$ cat config.mk
export PLATFORM = sky130hd
export DESIGN_NAME = stp_param_bank
export DESIGN_NICKNAME = d
export VERILOG_FILES = /design/src/stp_pkg.sv /design/src/stp_param_bank.sv /design/src/stp_wdog.sv
export VERILOG_INCLUDE_DIRS = /design/src
export SDC_FILE = /design/constraint.sdc
export NUM_CORES = 1
export LEC_CHECK = 0
export BUFFER_PORTS_ARGS = -buffer_cell sky130_fd_sc_hd__buf_2
export CORE_ASPECT_RATIO = 2
export CORE_MARGIN = 2
export CORE_UTILIZATION = 52
export DETAILED_ROUTE_END_ITERATION = 16
export PLACE_DENSITY = 0.77
export RECOVER_POWER = 25
export SKIP_CTS_REPAIR_TIMING = 1
export SLEW_MARGIN = 20
export SYNTH_ARGS = -nofsm -noshare
export SYNTH_HDL_FRONTEND = slang
export SYNTH_SLANG_ARGS = --single-unit
$ cat constraint.sdc
create_clock -name sys_clk_in -period 4.4 [get_ports sys_clk_in]
set_clock_uncertainty 0.15 [all_clocks]
set_input_delay 0.44 -clock sys_clk_in [delete_from_list [all_inputs] [get_ports sys_clk_in]]
set_output_delay 0.44 -clock sys_clk_in [all_outputs]
set_load 0.1 [all_outputs]
$ cat src/stp_map.svh
// register map, field positions, limits and timing constants of the stepper parameter bank
`ifndef STP_MAP_SVH
`define STP_MAP_SVH

`define STP_ADDR_W 8
`define STP_IDX_W 6
`define STP_NUM_PARAMS 13
`define STP_PIDX_W 4

`define STP_IDX_FEAT 6'h20
`define STP_IDX_STEPS 6'h21
`define STP_IDX_ENC 6'h22
`define STP_IDX_COIL_A 6'h23
`define STP_IDX_COIL_B 6'h24
`define STP_IDX_LATCH 6'h25
`define STP_IDX_VMIN 6'h26
`define STP_IDX_VMAX 6'h27
`define STP_IDX_AMAX 6'h28
`define STP_IDX_ATH 6'h29
`define STP_IDX_CUR_HI 6'h2A
`define STP_IDX_CUR_LO 6'h2B
`define STP_IDX_HOLD 6'h2C
`define STP_IDX_IRQ_STAT 6'h30
`define STP_IDX_IRQ_MASK 6'h31

`define STP_P_FEAT 4'h0
`define STP_P_STEPS 4'h1
`define STP_P_ENC 4'h2
`define STP_P_COIL_A 4'h3
`define STP_P_COIL_B 4'h4
`define STP_P_LATCH 4'h5
`define STP_P_VMIN 4'h6
`define STP_P_VMAX 4'h7
`define STP_P_AMAX 4'h8
`define STP_P_ATH 4'h9
`define STP_P_CUR_HI 4'hA
`define STP_P_CUR_LO 4'hB
`define STP_P_HOLD 4'hC

`define STP_RST_FEAT 16'h0000
`define STP_RST_STEPS 16'h00C8
`define STP_RST_ENC 16'h0FA0
`define STP_RST_COIL_LIMIT 16'h0064
`define STP_RST_LATCH 16'h0014
`define STP_RST_VMIN 16'h000A
`define STP_RST_LIMIT 16'h07FF
`define STP_RST_CUR 16'h0064
`define STP_RST_HOLD 16'h0032

`define STP_MAX_PCT 16'h0064
`define STP_MAX_LATCH 16'h0014
`define STP_MAX_VEL 16'h07FF
`define STP_FEAT_MASK 16'h00FF

`define STP_FB_CUR_TABLE 7
`define STP_FB_FLIP 6
`define STP_FB_RAMP 5
`define STP_FB_MODE_HI 4
`define STP_FB_MODE_LO 3
`define STP_FB_WD_OFF 2
`define STP_FB_HALT 1
`define STP_FB_LAUNCH 0

`define STP_IRQ_W 2
`define STP_IRQ_WDOG 0
`define STP_IRQ_CLAMP 1

`define STP_WD_TIMEOUT_MS 100
`define STP_CLK_KHZ 250000

`endif

$ cat src/stp_pkg.sv
// types shared by the stepper parameter bank
`default_nettype none
package stp_pkg;
	typedef enum logic [1:0] {
		stp_mode_vel_direct,
		stp_mode_vel_ramp,
		stp_mode_pos_track,
		stp_mode_path
	} stp_mode_e;
	typedef logic [15:0] stp_word_t;
endpackage
`default_nettype wire

$ cat src/stp_param_bank.sv
// stepper drive user parameter bank with avalon slave and derived controls
// Operation
// - table select bit picks user or sine table
// - feedback flip bit inverts position feedback sign
// - ramp bit: exponential deceleration, path mode only
// - two-bit field selects one of four modes
// - watchdog fires after 100 ms without data
// - auto-halt active only when its bit set
// - auto-launch active only when its bit set
// - full steps per revolution, reset 200
// - encoder increments per revolution, reset 4000
// - per-winding current limit, 0 to 100 percent
// - latch value count, default and maximum 20
// - minimum velocity is direct stop cutoff
// - ramped modes never exceed maximum velocity
// - ramped modes limit acceleration to maximum
// - ramped modes compare acceleration with threshold
// - coil percent depends on threshold comparison
// - standstill reduces coils to holding percent
//
// The Avalon-MM interface to the registers was chosen for this implementation.
`timescale 1ns/1ps
`default_nettype none
`include "stp_map.svh"
module stp_param_bank import stp_pkg::*; #(
	parameter int unsigned WD_CYCLES = `STP_WD_TIMEOUT_MS * `STP_CLK_KHZ
) (
	input wire logic sys_clk_in, // 250 MHz clock
	input wire logic rst_in, // sync reset, high
	input wire logic [`STP_ADDR_W-1:0] avs_address_in, // byte address
	input wire logic avs_read_in, // read request
	input wire logic avs_write_in, // write request
	input wire logic [31:0] avs_writedata_in, // write data
	input wire logic [3:0] avs_byteenable_in, // byte lanes
	output logic [31:0] avs_readdata_out, // read data
	output logic avs_waitrequest_out, // stall
	output logic irq_out, // level interrupt
	input wire logic pd_strobe_in, // process data arrived
	input wire logic [31:0] fb_pos_raw_in, // raw position feedback
	input wire logic [15:0] vel_cmd_in, // requested speed
	input wire logic [15:0] accel_cmd_in, // requested acceleration
	input wire logic [15:0] accel_now_in, // present acceleration
	input wire logic standstill_in, // motor stopped
	output logic [31:0] fb_pos_out, // signed feedback used
	output logic [15:0] vel_limited_out, // speed after limit
	output logic [15:0] accel_limited_out, // accel after limit
	output logic direct_stop_ok_out, // may stop without ramp
	output logic accel_over_out, // accel above threshold
	output logic [15:0] coil_pct_out, // coil current percent
	output logic [15:0] coil_a_limit_out, // winding a limit
	output logic [15:0] coil_b_limit_out, // winding b limit
	output logic [15:0] full_steps_out, // steps per turn
	output logic [15:0] enc_incs_out, // increments per turn
	output logic [15:0] latch_count_out, // latch values kept
	output logic current_table_select_out, // 1 user table
	output logic feedback_sign_flip_out, // feedback inverted
	output logic ramp_shape_select_out, // exponential bit
	output logic exp_decel_active_out, // exponential decel in use
	output var stp_mode_e motion_mode_select_out, // operating mode
	output logic watchdog_off_out, // watchdog disabled
	output logic wdog_expired_out, // watchdog tripped
	output logic auto_halt_enable_out, // auto stop on
	output logic auto_launch_enable_out // auto start on
);
	stp_word_t param_reg [0:`STP_NUM_PARAMS-1];
	logic [`STP_IRQ_W-1:0] irq_mask_reg;
	logic irq_stat_bit [0:`STP_IRQ_W-1];
	logic [`STP_IRQ_W-1:0] irq_stat;
	logic [`STP_IRQ_W-1:0] irq_event;
	logic ack_reg;
	logic [31:0] rd_value;
	logic [`STP_IDX_W-1:0] idx;
	logic [`STP_IDX_W-1:0] pdiff;
	logic [`STP_PIDX_W-1:0] pidx;
	logic rd_fire;
	logic wr_fire;
	logic param_wr;
	stp_word_t merged;
	stp_word_t clamped;
	stp_word_t feat;
	stp_mode_e mode_now;
	logic ramped;
	logic over_now;
	logic wd_pulse;
	logic wd_expired;

	function automatic logic param_hit(input logic [`STP_IDX_W-1:0] i);
		param_hit = i >= `STP_IDX_FEAT && i <= `STP_IDX_HOLD;
	endfunction

	function automatic stp_word_t reset_val(input logic [`STP_PIDX_W-1:0] p);
		case (p)
			`STP_P_FEAT: reset_val = `STP_RST_FEAT;
			`STP_P_STEPS: reset_val = `STP_RST_STEPS;
			`STP_P_ENC: reset_val = `STP_RST_ENC;
			`STP_P_COIL_A, `STP_P_COIL_B: reset_val = `STP_RST_COIL_LIMIT;
			`STP_P_LATCH: reset_val = `STP_RST_LATCH;
			`STP_P_VMIN: reset_val = `STP_RST_VMIN;
			`STP_P_CUR_HI, `STP_P_CUR_LO: reset_val = `STP_RST_CUR;
			`STP_P_HOLD: reset_val = `STP_RST_HOLD;
			default: reset_val = `STP_RST_LIMIT;
		endcase
	endfunction

	// saturate each field at its allowed maximum, except the feature word, which is masked to its low byte
	function automatic stp_word_t clamp_val(input logic [`STP_PIDX_W-1:0] p, input stp_word_t v);
		stp_word_t lim;
		lim = 16'hFFFF;
		case (p)
			`STP_P_COIL_A, `STP_P_COIL_B, `STP_P_CUR_HI, `STP_P_CUR_LO, `STP_P_HOLD: lim = `STP_MAX_PCT;
			`STP_P_LATCH: lim = `STP_MAX_LATCH;
			`STP_P_VMIN, `STP_P_VMAX, `STP_P_AMAX, `STP_P_ATH: lim = `STP_MAX_VEL;
			default: lim = 16'hFFFF;
		endcase
		if (p == `STP_P_FEAT) begin
			clamp_val = v & `STP_FEAT_MASK;
		end else begin
			clamp_val = (v > lim) ? lim : v;
		end
	endfunction

	function automatic stp_word_t be_merge(input stp_word_t old, input logic [15:0] wd, input logic [1:0] be);
		be_merge = {be[1] ? wd[15:8] : old[15:8], be[0] ? wd[7:0] : old[7:0]};
	endfunction

	// bus handshake: one wait cycle, then answer
	assign idx = avs_address_in[`STP_ADDR_W-1:2];
	assign pdiff = idx - `STP_IDX_FEAT;
	assign pidx = pdiff[`STP_PIDX_W-1:0];
	assign avs_waitrequest_out = (avs_read_in || avs_write_in) && !ack_reg;
	assign rd_fire = avs_read_in && ack_reg;
	assign wr_fire = avs_write_in && ack_reg;
	assign param_wr = wr_fire && param_hit(idx);
	assign merged = be_merge(param_reg[pidx], avs_writedata_in[15:0], avs_byteenable_in[1:0]);
	assign clamped = clamp_val(pidx, merged);

	always_ff @(posedge sys_clk_in) begin
		if (rst_in) begin
			ack_reg <= 1'b0;
		end else begin
			ack_reg <= (avs_read_in || avs_write_in) && !ack_reg;
		end
	end

	always_comb begin
		rd_value = 32'h0000_0000;
		if (param_hit(idx)) begin
			rd_value = {16'h0000, param_reg[pidx]};
		end else if (idx == `STP_IDX_IRQ_STAT) begin
			rd_value[`STP_IRQ_W-1:0] = irq_stat;
		end else if (idx == `STP_IDX_IRQ_MASK) begin
			rd_value[`STP_IRQ_W-1:0] = irq_mask_reg;
		end
	end

	// sampled in the wait cycle, stable while waitrequest is low
	always_ff @(posedge sys_clk_in) begin
		if (rst_in) begin
			avs_readdata_out <= 32'h0000_0000;
		end else if (avs_read_in && !ack_reg) begin
			avs_readdata_out <= rd_value;
		end
	end

	always_ff @(posedge sys_clk_in) begin
		if (rst_in) begin
			for (int i = 0; i < `STP_NUM_PARAMS; i++) begin
				param_reg[i] <= reset_val(`STP_PIDX_W'(i));
			end
		end else if (param_wr) begin
			param_reg[pidx] <= clamped;
		end
	end

	always_ff @(posedge sys_clk_in) begin
		if (rst_in) begin
			irq_mask_reg <= '0;
		end else if (wr_fire && idx == `STP_IDX_IRQ_MASK) begin
			irq_mask_reg <= avs_writedata_in[`STP_IRQ_W-1:0];
		end
	end

	// sticky status, read clears only what was returned, set wins
	assign irq_event[`STP_IRQ_WDOG] = wd_pulse;
	assign irq_event[`STP_IRQ_CLAMP] = param_wr && clamped != merged;
	generate
		for (genvar g = 0; g < `STP_IRQ_W; g++) begin : g_stat
			always_ff @(posedge sys_clk_in) begin
				if (rst_in) begin
					irq_stat_bit[g] <= 1'b0;
				end else if (irq_event[g]) begin
					irq_stat_bit[g] <= 1'b1;
				end else if (rd_fire && idx == `STP_IDX_IRQ_STAT && avs_readdata_out[g]) begin
					irq_stat_bit[g] <= 1'b0;
				end
			end
			assign irq_stat[g] = irq_stat_bit[g];
		end
	endgenerate
	assign irq_out = |(irq_stat & irq_mask_reg);

	stp_wdog #(
		.TIMEOUT_CYCLES(WD_CYCLES)
	) stp_wdog_i (
		.sys_clk_in(sys_clk_in),
		.rst_in(rst_in),
		.enable_in(!feat[`STP_FB_WD_OFF]),
		.pd_strobe_in(pd_strobe_in),
		.timeout_pulse_out(wd_pulse),
		.expired_out(wd_expired)
	);

	// derived controls
	assign feat = param_reg[`STP_P_FEAT];
	assign mode_now = stp_mode_e'(feat[`STP_FB_MODE_HI:`STP_FB_MODE_LO]);
	assign ramped = mode_now == stp_mode_vel_ramp || mode_now == stp_mode_path;
	assign over_now = ramped && accel_now_in > param_reg[`STP_P_ATH];

	always_ff @(posedge sys_clk_in) begin
		if (rst_in) begin
			current_table_select_out <= 1'b0;
			feedback_sign_flip_out <= 1'b0;
			ramp_shape_select_out <= 1'b0;
			exp_decel_active_out <= 1'b0;
			motion_mode_select_out <= stp_mode_vel_direct;
			watchdog_off_out <= 1'b0;
			wdog_expired_out <= 1'b0;
			auto_halt_enable_out <= 1'b0;
			auto_launch_enable_out <= 1'b0;
		end else begin
			current_table_select_out <= feat[`STP_FB_CUR_TABLE];
			feedback_sign_flip_out <= feat[`STP_FB_FLIP];
			ramp_shape_select_out <= feat[`STP_FB_RAMP];
			exp_decel_active_out <= feat[`STP_FB_RAMP] && mode_now == stp_mode_path;
			motion_mode_select_out <= mode_now;
			watchdog_off_out <= feat[`STP_FB_WD_OFF];
			wdog_expired_out <= wd_expired;
			auto_halt_enable_out <= feat[`STP_FB_HALT];
			auto_launch_enable_out <= feat[`STP_FB_LAUNCH];
		end
	end

	always_ff @(posedge sys_clk_in) begin
		if (rst_in) begin
			fb_pos_out <= 32'h0000_0000;
		end else begin
			fb_pos_out <= feat[`STP_FB_FLIP] ? -fb_pos_raw_in : fb_pos_raw_in;
		end
	end

	always_ff @(posedge sys_clk_in) begin
		if (rst_in) begin
			full_steps_out <= `STP_RST_STEPS;
			enc_incs_out <= `STP_RST_ENC;
			latch_count_out <= `STP_RST_LATCH;
			coil_a_limit_out <= `STP_RST_COIL_LIMIT;
			coil_b_limit_out <= `STP_RST_COIL_LIMIT;
		end else begin
			full_steps_out <= param_reg[`STP_P_STEPS];
			enc_incs_out <= param_reg[`STP_P_ENC];
			latch_count_out <= param_reg[`STP_P_LATCH];
			coil_a_limit_out <= param_reg[`STP_P_COIL_A];
			coil_b_limit_out <= param_reg[`STP_P_COIL_B];
		end
	end

	// limits only bite in the ramped modes
	always_ff @(posedge sys_clk_in) begin
		if (rst_in) begin
			vel_limited_out <= 16'h0000;
			accel_limited_out <= 16'h0000;
			direct_stop_ok_out <= 1'b0;
			accel_over_out <= 1'b0;
		end else begin
			vel_limited_out <= (ramped && vel_cmd_in > param_reg[`STP_P_VMAX]) ?
				param_reg[`STP_P_VMAX] : vel_cmd_in;
			accel_limited_out <= (ramped && accel_cmd_in > param_reg[`STP_P_AMAX]) ?
				param_reg[`STP_P_AMAX] : accel_cmd_in;
			direct_stop_ok_out <= ramped && vel_cmd_in <= param_reg[`STP_P_VMIN];
			accel_over_out <= over_now;
		end
	end

	always_ff @(posedge sys_clk_in) begin
		if (rst_in) begin
			coil_pct_out <= `STP_RST_CUR;
		end else if (standstill_in) begin
			coil_pct_out <= param_reg[`STP_P_HOLD];
		end else if (over_now) begin
			coil_pct_out <= param_reg[`STP_P_CUR_HI];
		end else begin
			coil_pct_out <= param_reg[`STP_P_CUR_LO];
		end
	end

	// checks
	property p_bus_answer;
		@(posedge sys_clk_in) disable iff (rst_in)
		(avs_read_in || avs_write_in) && avs_waitrequest_out |=> !avs_waitrequest_out;
	endproperty
	a_bus_answer: assert property (p_bus_answer) else $error("bus answer late");

	property p_cur_table;
		@(posedge sys_clk_in) disable iff (rst_in)
		wr_fire && idx == `STP_IDX_FEAT && avs_byteenable_in[0] |=> ##1
		current_table_select_out == $past(avs_writedata_in[`STP_FB_CUR_TABLE], 2);
	endproperty
	a_cur_table: assert property (p_cur_table) else $error("table select not applied");

	property p_fb_flip;
		@(posedge sys_clk_in) disable iff (rst_in)
		feat[`STP_FB_FLIP] |=> fb_pos_out == -$past(fb_pos_raw_in);
	endproperty
	a_fb_flip: assert property (p_fb_flip) else $error("feedback sign wrong");

	property p_exp_decel;
		@(posedge sys_clk_in) disable iff (rst_in)
		exp_decel_active_out |-> $past(mode_now) == stp_mode_path && $past(feat[`STP_FB_RAMP]);
	endproperty
	a_exp_decel: assert property (p_exp_decel) else $error("exponential ramp outside path mode");

	property p_mode;
		@(posedge sys_clk_in) disable iff (rst_in)
		##1 motion_mode_select_out == stp_mode_e'($past(feat[`STP_FB_MODE_HI:`STP_FB_MODE_LO]));
	endproperty
	a_mode: assert property (p_mode) else $error("mode field not followed");

	property p_wd_irq;
		@(posedge sys_clk_in) disable iff (rst_in)
		wd_pulse |=> irq_stat[`STP_IRQ_WDOG] ##1 wdog_expired_out || !$past(wd_expired, 1) || pd_strobe_in;
	endproperty
	a_wd_irq: assert property (p_wd_irq) else $error("watchdog event lost");

	property p_latch_max;
		@(posedge sys_clk_in) disable iff (rst_in)
		param_wr && pidx == `STP_P_LATCH && merged > `STP_MAX_LATCH |=> ##1 latch_count_out == `STP_MAX_LATCH;
	endproperty
	a_latch_max: assert property (p_latch_max) else $error("latch count not saturated");

	property p_coil_lim;
		@(posedge sys_clk_in) disable iff (rst_in)
		coil_a_limit_out <= `STP_MAX_PCT && coil_b_limit_out <= `STP_MAX_PCT;
	endproperty
	a_coil_lim: assert property (p_coil_lim) else $error("coil limit above full scale");

	property p_vel_max;
		@(posedge sys_clk_in) disable iff (rst_in)
		ramped && vel_cmd_in > param_reg[`STP_P_VMAX] |=> vel_limited_out == $past(param_reg[`STP_P_VMAX]);
	endproperty
	a_vel_max: assert property (p_vel_max) else $error("velocity limit exceeded");

	property p_acc_max;
		@(posedge sys_clk_in) disable iff (rst_in)
		ramped |=> accel_limited_out <= $past(param_reg[`STP_P_AMAX]);
	endproperty
	a_acc_max: assert property (p_acc_max) else $error("acceleration limit exceeded");

	property p_stop_cut;
		@(posedge sys_clk_in) disable iff (rst_in)
		direct_stop_ok_out |-> $past(ramped) && $past(vel_cmd_in) <= $past(param_reg[`STP_P_VMIN]);
	endproperty
	a_stop_cut: assert property (p_stop_cut) else $error("direct stop above cutoff");

	property p_over;
		@(posedge sys_clk_in) disable iff (rst_in)
		ramped && accel_now_in > param_reg[`STP_P_ATH] |=> accel_over_out;
	endproperty
	a_over: assert property (p_over) else $error("threshold compare missed");

	property p_hold;
		@(posedge sys_clk_in) disable iff (rst_in)
		standstill_in |=> coil_pct_out == $past(param_reg[`STP_P_HOLD]);
	endproperty
	a_hold: assert property (p_hold) else $error("holding current not applied");

	property p_run_pct;
		@(posedge sys_clk_in) disable iff (rst_in)
		!standstill_in && !over_now |=> coil_pct_out == $past(param_reg[`STP_P_CUR_LO]);
	endproperty
	a_run_pct: assert property (p_run_pct) else $error("low accel current wrong");

	c_read: cover property (@(posedge sys_clk_in) disable iff (rst_in) rd_fire && param_hit(idx));
	c_clamp: cover property (@(posedge sys_clk_in) disable iff (rst_in) irq_event[`STP_IRQ_CLAMP]);
	c_wdog: cover property (@(posedge sys_clk_in) disable iff (rst_in) wd_pulse ##1 irq_out);
	c_path: cover property (@(posedge sys_clk_in) disable iff (rst_in) exp_decel_active_out && accel_over_out);
endmodule
`default_nettype wire

$ cat src/stp_wdog.sv
// process data watchdog timer
`timescale 1ns/1ps
`default_nettype none
module stp_wdog #(
	parameter int unsigned TIMEOUT_CYCLES = 25000000
) (
	input wire logic sys_clk_in, // system clock
	input wire logic rst_in, // sync reset, high
	input wire logic enable_in, // watchdog armed
	input wire logic pd_strobe_in, // process data arrived
	output logic timeout_pulse_out, // one-cycle expiry event
	output logic expired_out // level until next data
);
	localparam int CW = $clog2(TIMEOUT_CYCLES + 1);
	localparam logic [CW-1:0] LAST = CW'(TIMEOUT_CYCLES - 1);
	logic [CW-1:0] count_reg;

	always_ff @(posedge sys_clk_in) begin
		if (rst_in || !enable_in || pd_strobe_in) begin
			count_reg <= '0;
		end else if (!expired_out && count_reg != LAST) begin
			count_reg <= count_reg + 1'b1;
		end
	end

	always_ff @(posedge sys_clk_in) begin
		if (rst_in || !enable_in || pd_strobe_in) begin
			expired_out <= 1'b0;
			timeout_pulse_out <= 1'b0;
		end else begin
			timeout_pulse_out <= !expired_out && count_reg == LAST;
			if (count_reg == LAST) begin
				expired_out <= 1'b1;
			end
		end
	end

	property p_wd_fire;
		@(posedge sys_clk_in) disable iff (rst_in)
		timeout_pulse_out |-> $past(count_reg) == LAST && $past(enable_in) && !$past(pd_strobe_in);
	endproperty
	a_wd_fire: assert property (p_wd_fire) else $error("watchdog fired early or while off");

	property p_wd_quiet;
		@(posedge sys_clk_in) disable iff (rst_in)
		(pd_strobe_in || !enable_in) |=> !timeout_pulse_out && !expired_out;
	endproperty
	a_wd_quiet: assert property (p_wd_quiet) else $error("watchdog not restarted");
endmodule
`default_nettype wire

# Word-level counts from Yosys, hierarchy flattened
# Memories as Yosys holds them, arrays and structs flattened. A register that Yosys moved wholly into a read port is not among the register bits.
# Cells that the tools add are included.
# word_totals
regBits,154
latch_bits,0
mem_bits_rw,210
mem_bits_ro,240
input_bits,130
output_inout_bits,206
elab_cells,120
memories,3
# classes
add_sub_neg,3
n_mul,0
n_div,0
n_lt_le_gt_ge,7
n_eq_ne,7
shifts,0
n_mux,47
n_bitwise,5
reduce_logical,27
# memory_table
name,words,word_bits,read_ports,rd_ports_with_merged_regs,write_ports,line_no,text
(no name shown),16,15,1,0,0,stp_param_bank.sv:109,case (p)
param_reg,13,16,14,5,13,stp_param_bank.sv:65,stp_word_t param_reg [0:`STP_NUM_PARAMS-1];
irq_stat_bit,2,1,2,0,2,stp_param_bank.sv:67,logic irq_stat_bit [0:`STP_IRQ_W-1];
# op_table
op,n
two-way mux 16 bit,15
greater-than comparator 16 bit,4
two-way mux 32 bit,1
negation 32 bit,1
adder 25 x 1 -> 25 bit (second input constant),1
equality test 25 bit (second input constant),1
inequality test 25 bit (second input constant),1
two-way mux 1 bit,24
logical AND 1 bit,18
<= comparator 16 bit,1
two-way mux 8 bit,2
inequality test 16 bit,1
OR reduction 16 bit,1
two-way mux 14 bit,1
equality test 6 bit (second input constant),2
greater-or-equal comparator 6 bit (second input constant),1
<= comparator 6 bit (second input constant),1
two-way mux 2 bit,3
logical NOT 4 bit,1
logical OR 1 bit,4
two-way mux 4 bit,1
OR 1 bit,4
subtractor 4 x 1 -> 4 bit (second input constant),1
AND 2 bit,1
4 further kinds,5

# Longest topological paths before layout
# An unclocked memory read counts as a cell.
# depth
ltp_word,13
mapped_depth,20
ltp_nobuf,16

# Hierarchy
# From an unflattened synthesis, not the netlist that was laid out.
# hier_totals
cells_unflattened,1911
area_unflattened_um2,22082.4
# modules_own_cells
module,instances,cells_per_inst,area_per_inst_um2,seq_area_each_um2
stp_param_bank,1,1758,20774.9,11571.1
stp_wdog,1,153,1307.5,540.5

# Worst setup path before layout
# Ideal clock, no wire load.
# synth_path
kind,input port to flip-flop
start,input avs_address_in[2]
end,"memory param_reg[13][4] (netlist name), data pin"
setup_time_ns,0.272
arrival_ns,3.979
t_required_ns,3.978
slack_ns,-0.001
cell_stages,19
path_buffers,3
path_cell_list,buf_2 > buf_6 > mux4_2 > a22o_1 > a221oi_1 > nor2_1 > a21oi_1 > inv_1 > ha_1 > a21o_1 > a21o_1 > a21oi_1 > o21ai_0 > o221a_2 > nand2_1 > nor2_1 > a21oi_1 > clkbuf_1 > inv_1
# synth_rtl
item,line_no,text
from (decl),stp_param_bank.sv:30,"input wire logic [`STP_ADDR_W-1:0] avs_address_in,"
to (decl),stp_param_bank.sv:65,

==> impl_results.md <==
- Dpl cells: 2878
- Peak supply drop: 0.334 mV
- CP cell instances: mux4_2, mux4_2, mux2_2, ha_1, nand4_1, nor2_4, nand3_1, or3_1, o221a_4, nand2_2, nor2_1, a21oi_2, buf_4, nand2_1
- CTS tree: yes
- Maximum clock path buffer count: 3
- Hold Slack: -18.2 ps
- Design Area, Final: 26400 sq um
- Grt total ovfl: 0
- Most common cell after layout, fill and taps aside: nor2_1
- Slew headroom: -58.0%
- Arr. time, crit path: 4450 ps
- Worst path top cell family by delay: multiplexers
- Routability cong.: 1.00
- Full die area: 43200 sq um
- IO Port Bufs: 299
- Met1 usage in global routing: 30.1%
- Max frequency: 233 MHz
- Yosys warns: 0
- Combinational share of power: 21.0%
- FFs w/ async S/R, synth: 0%
- Grt met3 use: 4.31%
- H-tree depth: 2
- Most frequent cells in the layout: nor2_1 (279), edfxtp_1 (258), dfxtp_1 (218)
- Endpoint type of the worst setup path: flop
- Post-route insts no fill: 2961
- Worst path required time: 4560 ps
- Placement Cell Area: 25000 sq um
- Largest net degree at the start of global routing: 82
- Area Overhead vs Synth: 22.4%
- Vias in the first global route: 17200
- Drt wl/cell: 23.9 um
- Post-DR vias/cell: 5.76
- Site Rows: 105
- Worst-path fanout max: 8
- CP bufs+invs: 1
- Final Hold Fails: 4
- Internal portion of total power: 7510 uW
- Largest family of logic cells by synthesized area: simple AND/OR/NAND/NOR gates
- Status: finished with violations
- Yosys cell types: 76
- Die H: 292 um
- Slowest-stage cell, CP: mux4_2
- Proportion of layout cells with a drive suffix above 1: 22.2%
- Max stage delay on crit path: 610 ps
- Seq cells post-synth: 476
- RSZ-0062 raised after global routing: false
- Core area: 41000 sq um
- Synthesized instance count: 1903
- Placement Setup Slack: -702 ps
- Fill count: 3271
- CTS clk-pin slew, worst paths: 70 ps
- Post-synth EDFFs: 258
- Busiest grt layer: met2
- Post-synthesis mux area share: 10.6%
- Register Area: 12100 sq um
- Clock network power share: 33.1%
- Simple-Gate Fraction of Synth Area: 15.5%
- Global Route Usage Sum: 31.8%
- Seq pwr share: 45.9%
- Clk_lat worst skew: 560 ps
- GR Util met2: 58.0%
- Initial Util: 52.6%
- Post-Synth Adder-Cell Area: 4.70%
- Crit Path Category: flop to flop
- Slew @ Worst Pin: 2370 ps
- Final ANT Viol Nets: 0
- Max-slew violations: 56
- Critical Path Most Common Cell: mux4_2
- Post-route minimum period: 4290 ps
- Die width: 148 um
- Total clock sinks: 476
- Hold Crit Class: primary input to flop
- Dpl hpwl: 54.3 mm
- CTS root buf: clkbuf_16
- Compound-Gate Fraction of Synth Area: 6.19%
- Max FFs per register: 256
- Syn avg cell area: 11.3 sq um
- Power per cell area: 413 nW/um^2
- Area of the multi-input gates: 8910 sq um
- Xor/xnor share of the synthesized area: 2.19%
- Failing checks: negative hold slack, max-capacitance violations, max-slew violations
- Main synth FF type: edfxtp_1
- Leakage: 0.0108 uW
- IO Pins: 336
- Initial antenna violation count: 4
- DRT Wirelength: 70.7 mm
- Switching share of total power: 31.1%
- Nets: 2601
- DRC violations left: 0
- Vias: 17000
- Synthesized area: 21500 sq um
- Final cycle utilization of the critical path: 97.5%
- First-pass DRT Iterations: 7
- Final Worst Setup Slack: 109 ps
- Iter 0 DRT Violations: 1502
- MaxCap Viol Count: 1
- Switch Pwr: 3390 uW
- Crit start category: flop
- Number of CTS-inserted buffers: 40
- First-pass GRT wire length: 101 mm
- Seq/Total Area, Yosys: 56.2%
- Final Setup Violations: 0
## per-stage QoR
stage               setup TNS, ps  util [%]  power (uW)
floorplan                       0         -        6460
global placement          -130000      61.0        7210
detailed placement        -124470      61.0        7260
CTS                         -6530      64.2       10800
global route                    0      64.3       11200
finish                          0      64.3       10900
## layout make-up
cell class / instances / share of cell area, %
antenna: 4 / 0.0380
sequential: 476 / 45.9
clock buffer: 49 / 4.16
multi-input combinational: 1288 / 33.8
inverter: 95 / 1.35
timing repair buffer: 489 / 11.4
tap: 535 / 2.54
clock inverter: 25 / 0.806
## worst reg2reg max path: cells and delay by family (launching register included)
kind,cells,cell delay (ps)
buffers and inverters,1,200
multiplexers,3,1470
AND/OR/NAND/NOR,7,1030
flip-flops,1,470
adder cells (fa/ha/maj),1,300
AO/OA/AOI/OAI,2,430
## logic make-up (layout without fill, tap and decap cells)
kind of cell,Yosys count,in the layout
xor+xnor,54,54
fa+ha+maj,81,81
flops,476,476
compound gates,198,198
buf+inv,210,658
mux,151,151
simple gates,732,732
other cells,1,76
## cell usage after synthesis, types with 28 or more instances
cell | number | share of area (%)
ha_1 | 81 | 4.7
dfxtp_1 | 218 | 20
xor2_1 | 40 | 1.6
o21ai_0 | 28 | 0.65
clkbuf_1 | 69 | 1.2
nor2_1 | 281 | 4.9
mux4_2 | 58 | 6.1
inv_1 | 88 | 1.5
a21oi_1 | 37 | 0.86
mux2i_1 | 68 | 3.2
nor2b_1 | 95 | 2.8
edfxtp_1 | 258 | 36
nand2_1 | 210 | 3.7
## power groups by stage
| stage | combinational (uW) | clock [uW] | sequential, uW |
|---|---|---|---|
| final | 2290 | 3600 | 5000 |
| after CTS | 2170 | 3630 | 5000 |
| after global placement | 2120 | 0 | 5080 |
| after detailed placement | 2160 | 0 | 5100 |
| after floorplan | 818 | 0 | 5640 |
| after global routing | 2380 | 3790 | 5010 |
## path summary, 6_finish.rpt
path	end	from	depth (start not counted)	slack, ps
worst max-delay path	param_reg[9][4]	param_reg[1][10]	14	110
worst min-delay path	fb_pos_out[31]	fb_pos_raw_in[31]	3	-20
worst min register to register	avs_readdata_out[5]	avs_readdata_out[5]	2	300
worst max register to register	param_reg[9][4]	param_reg[1][10]	14	110
## layer usage
metal	share of wire [%]	wire length, um
met1	30	21500
met2	52	36400
met3	6.3	4440
met4	12	8310
met5	0.011	8
Power figures use the tool's default switching activity.
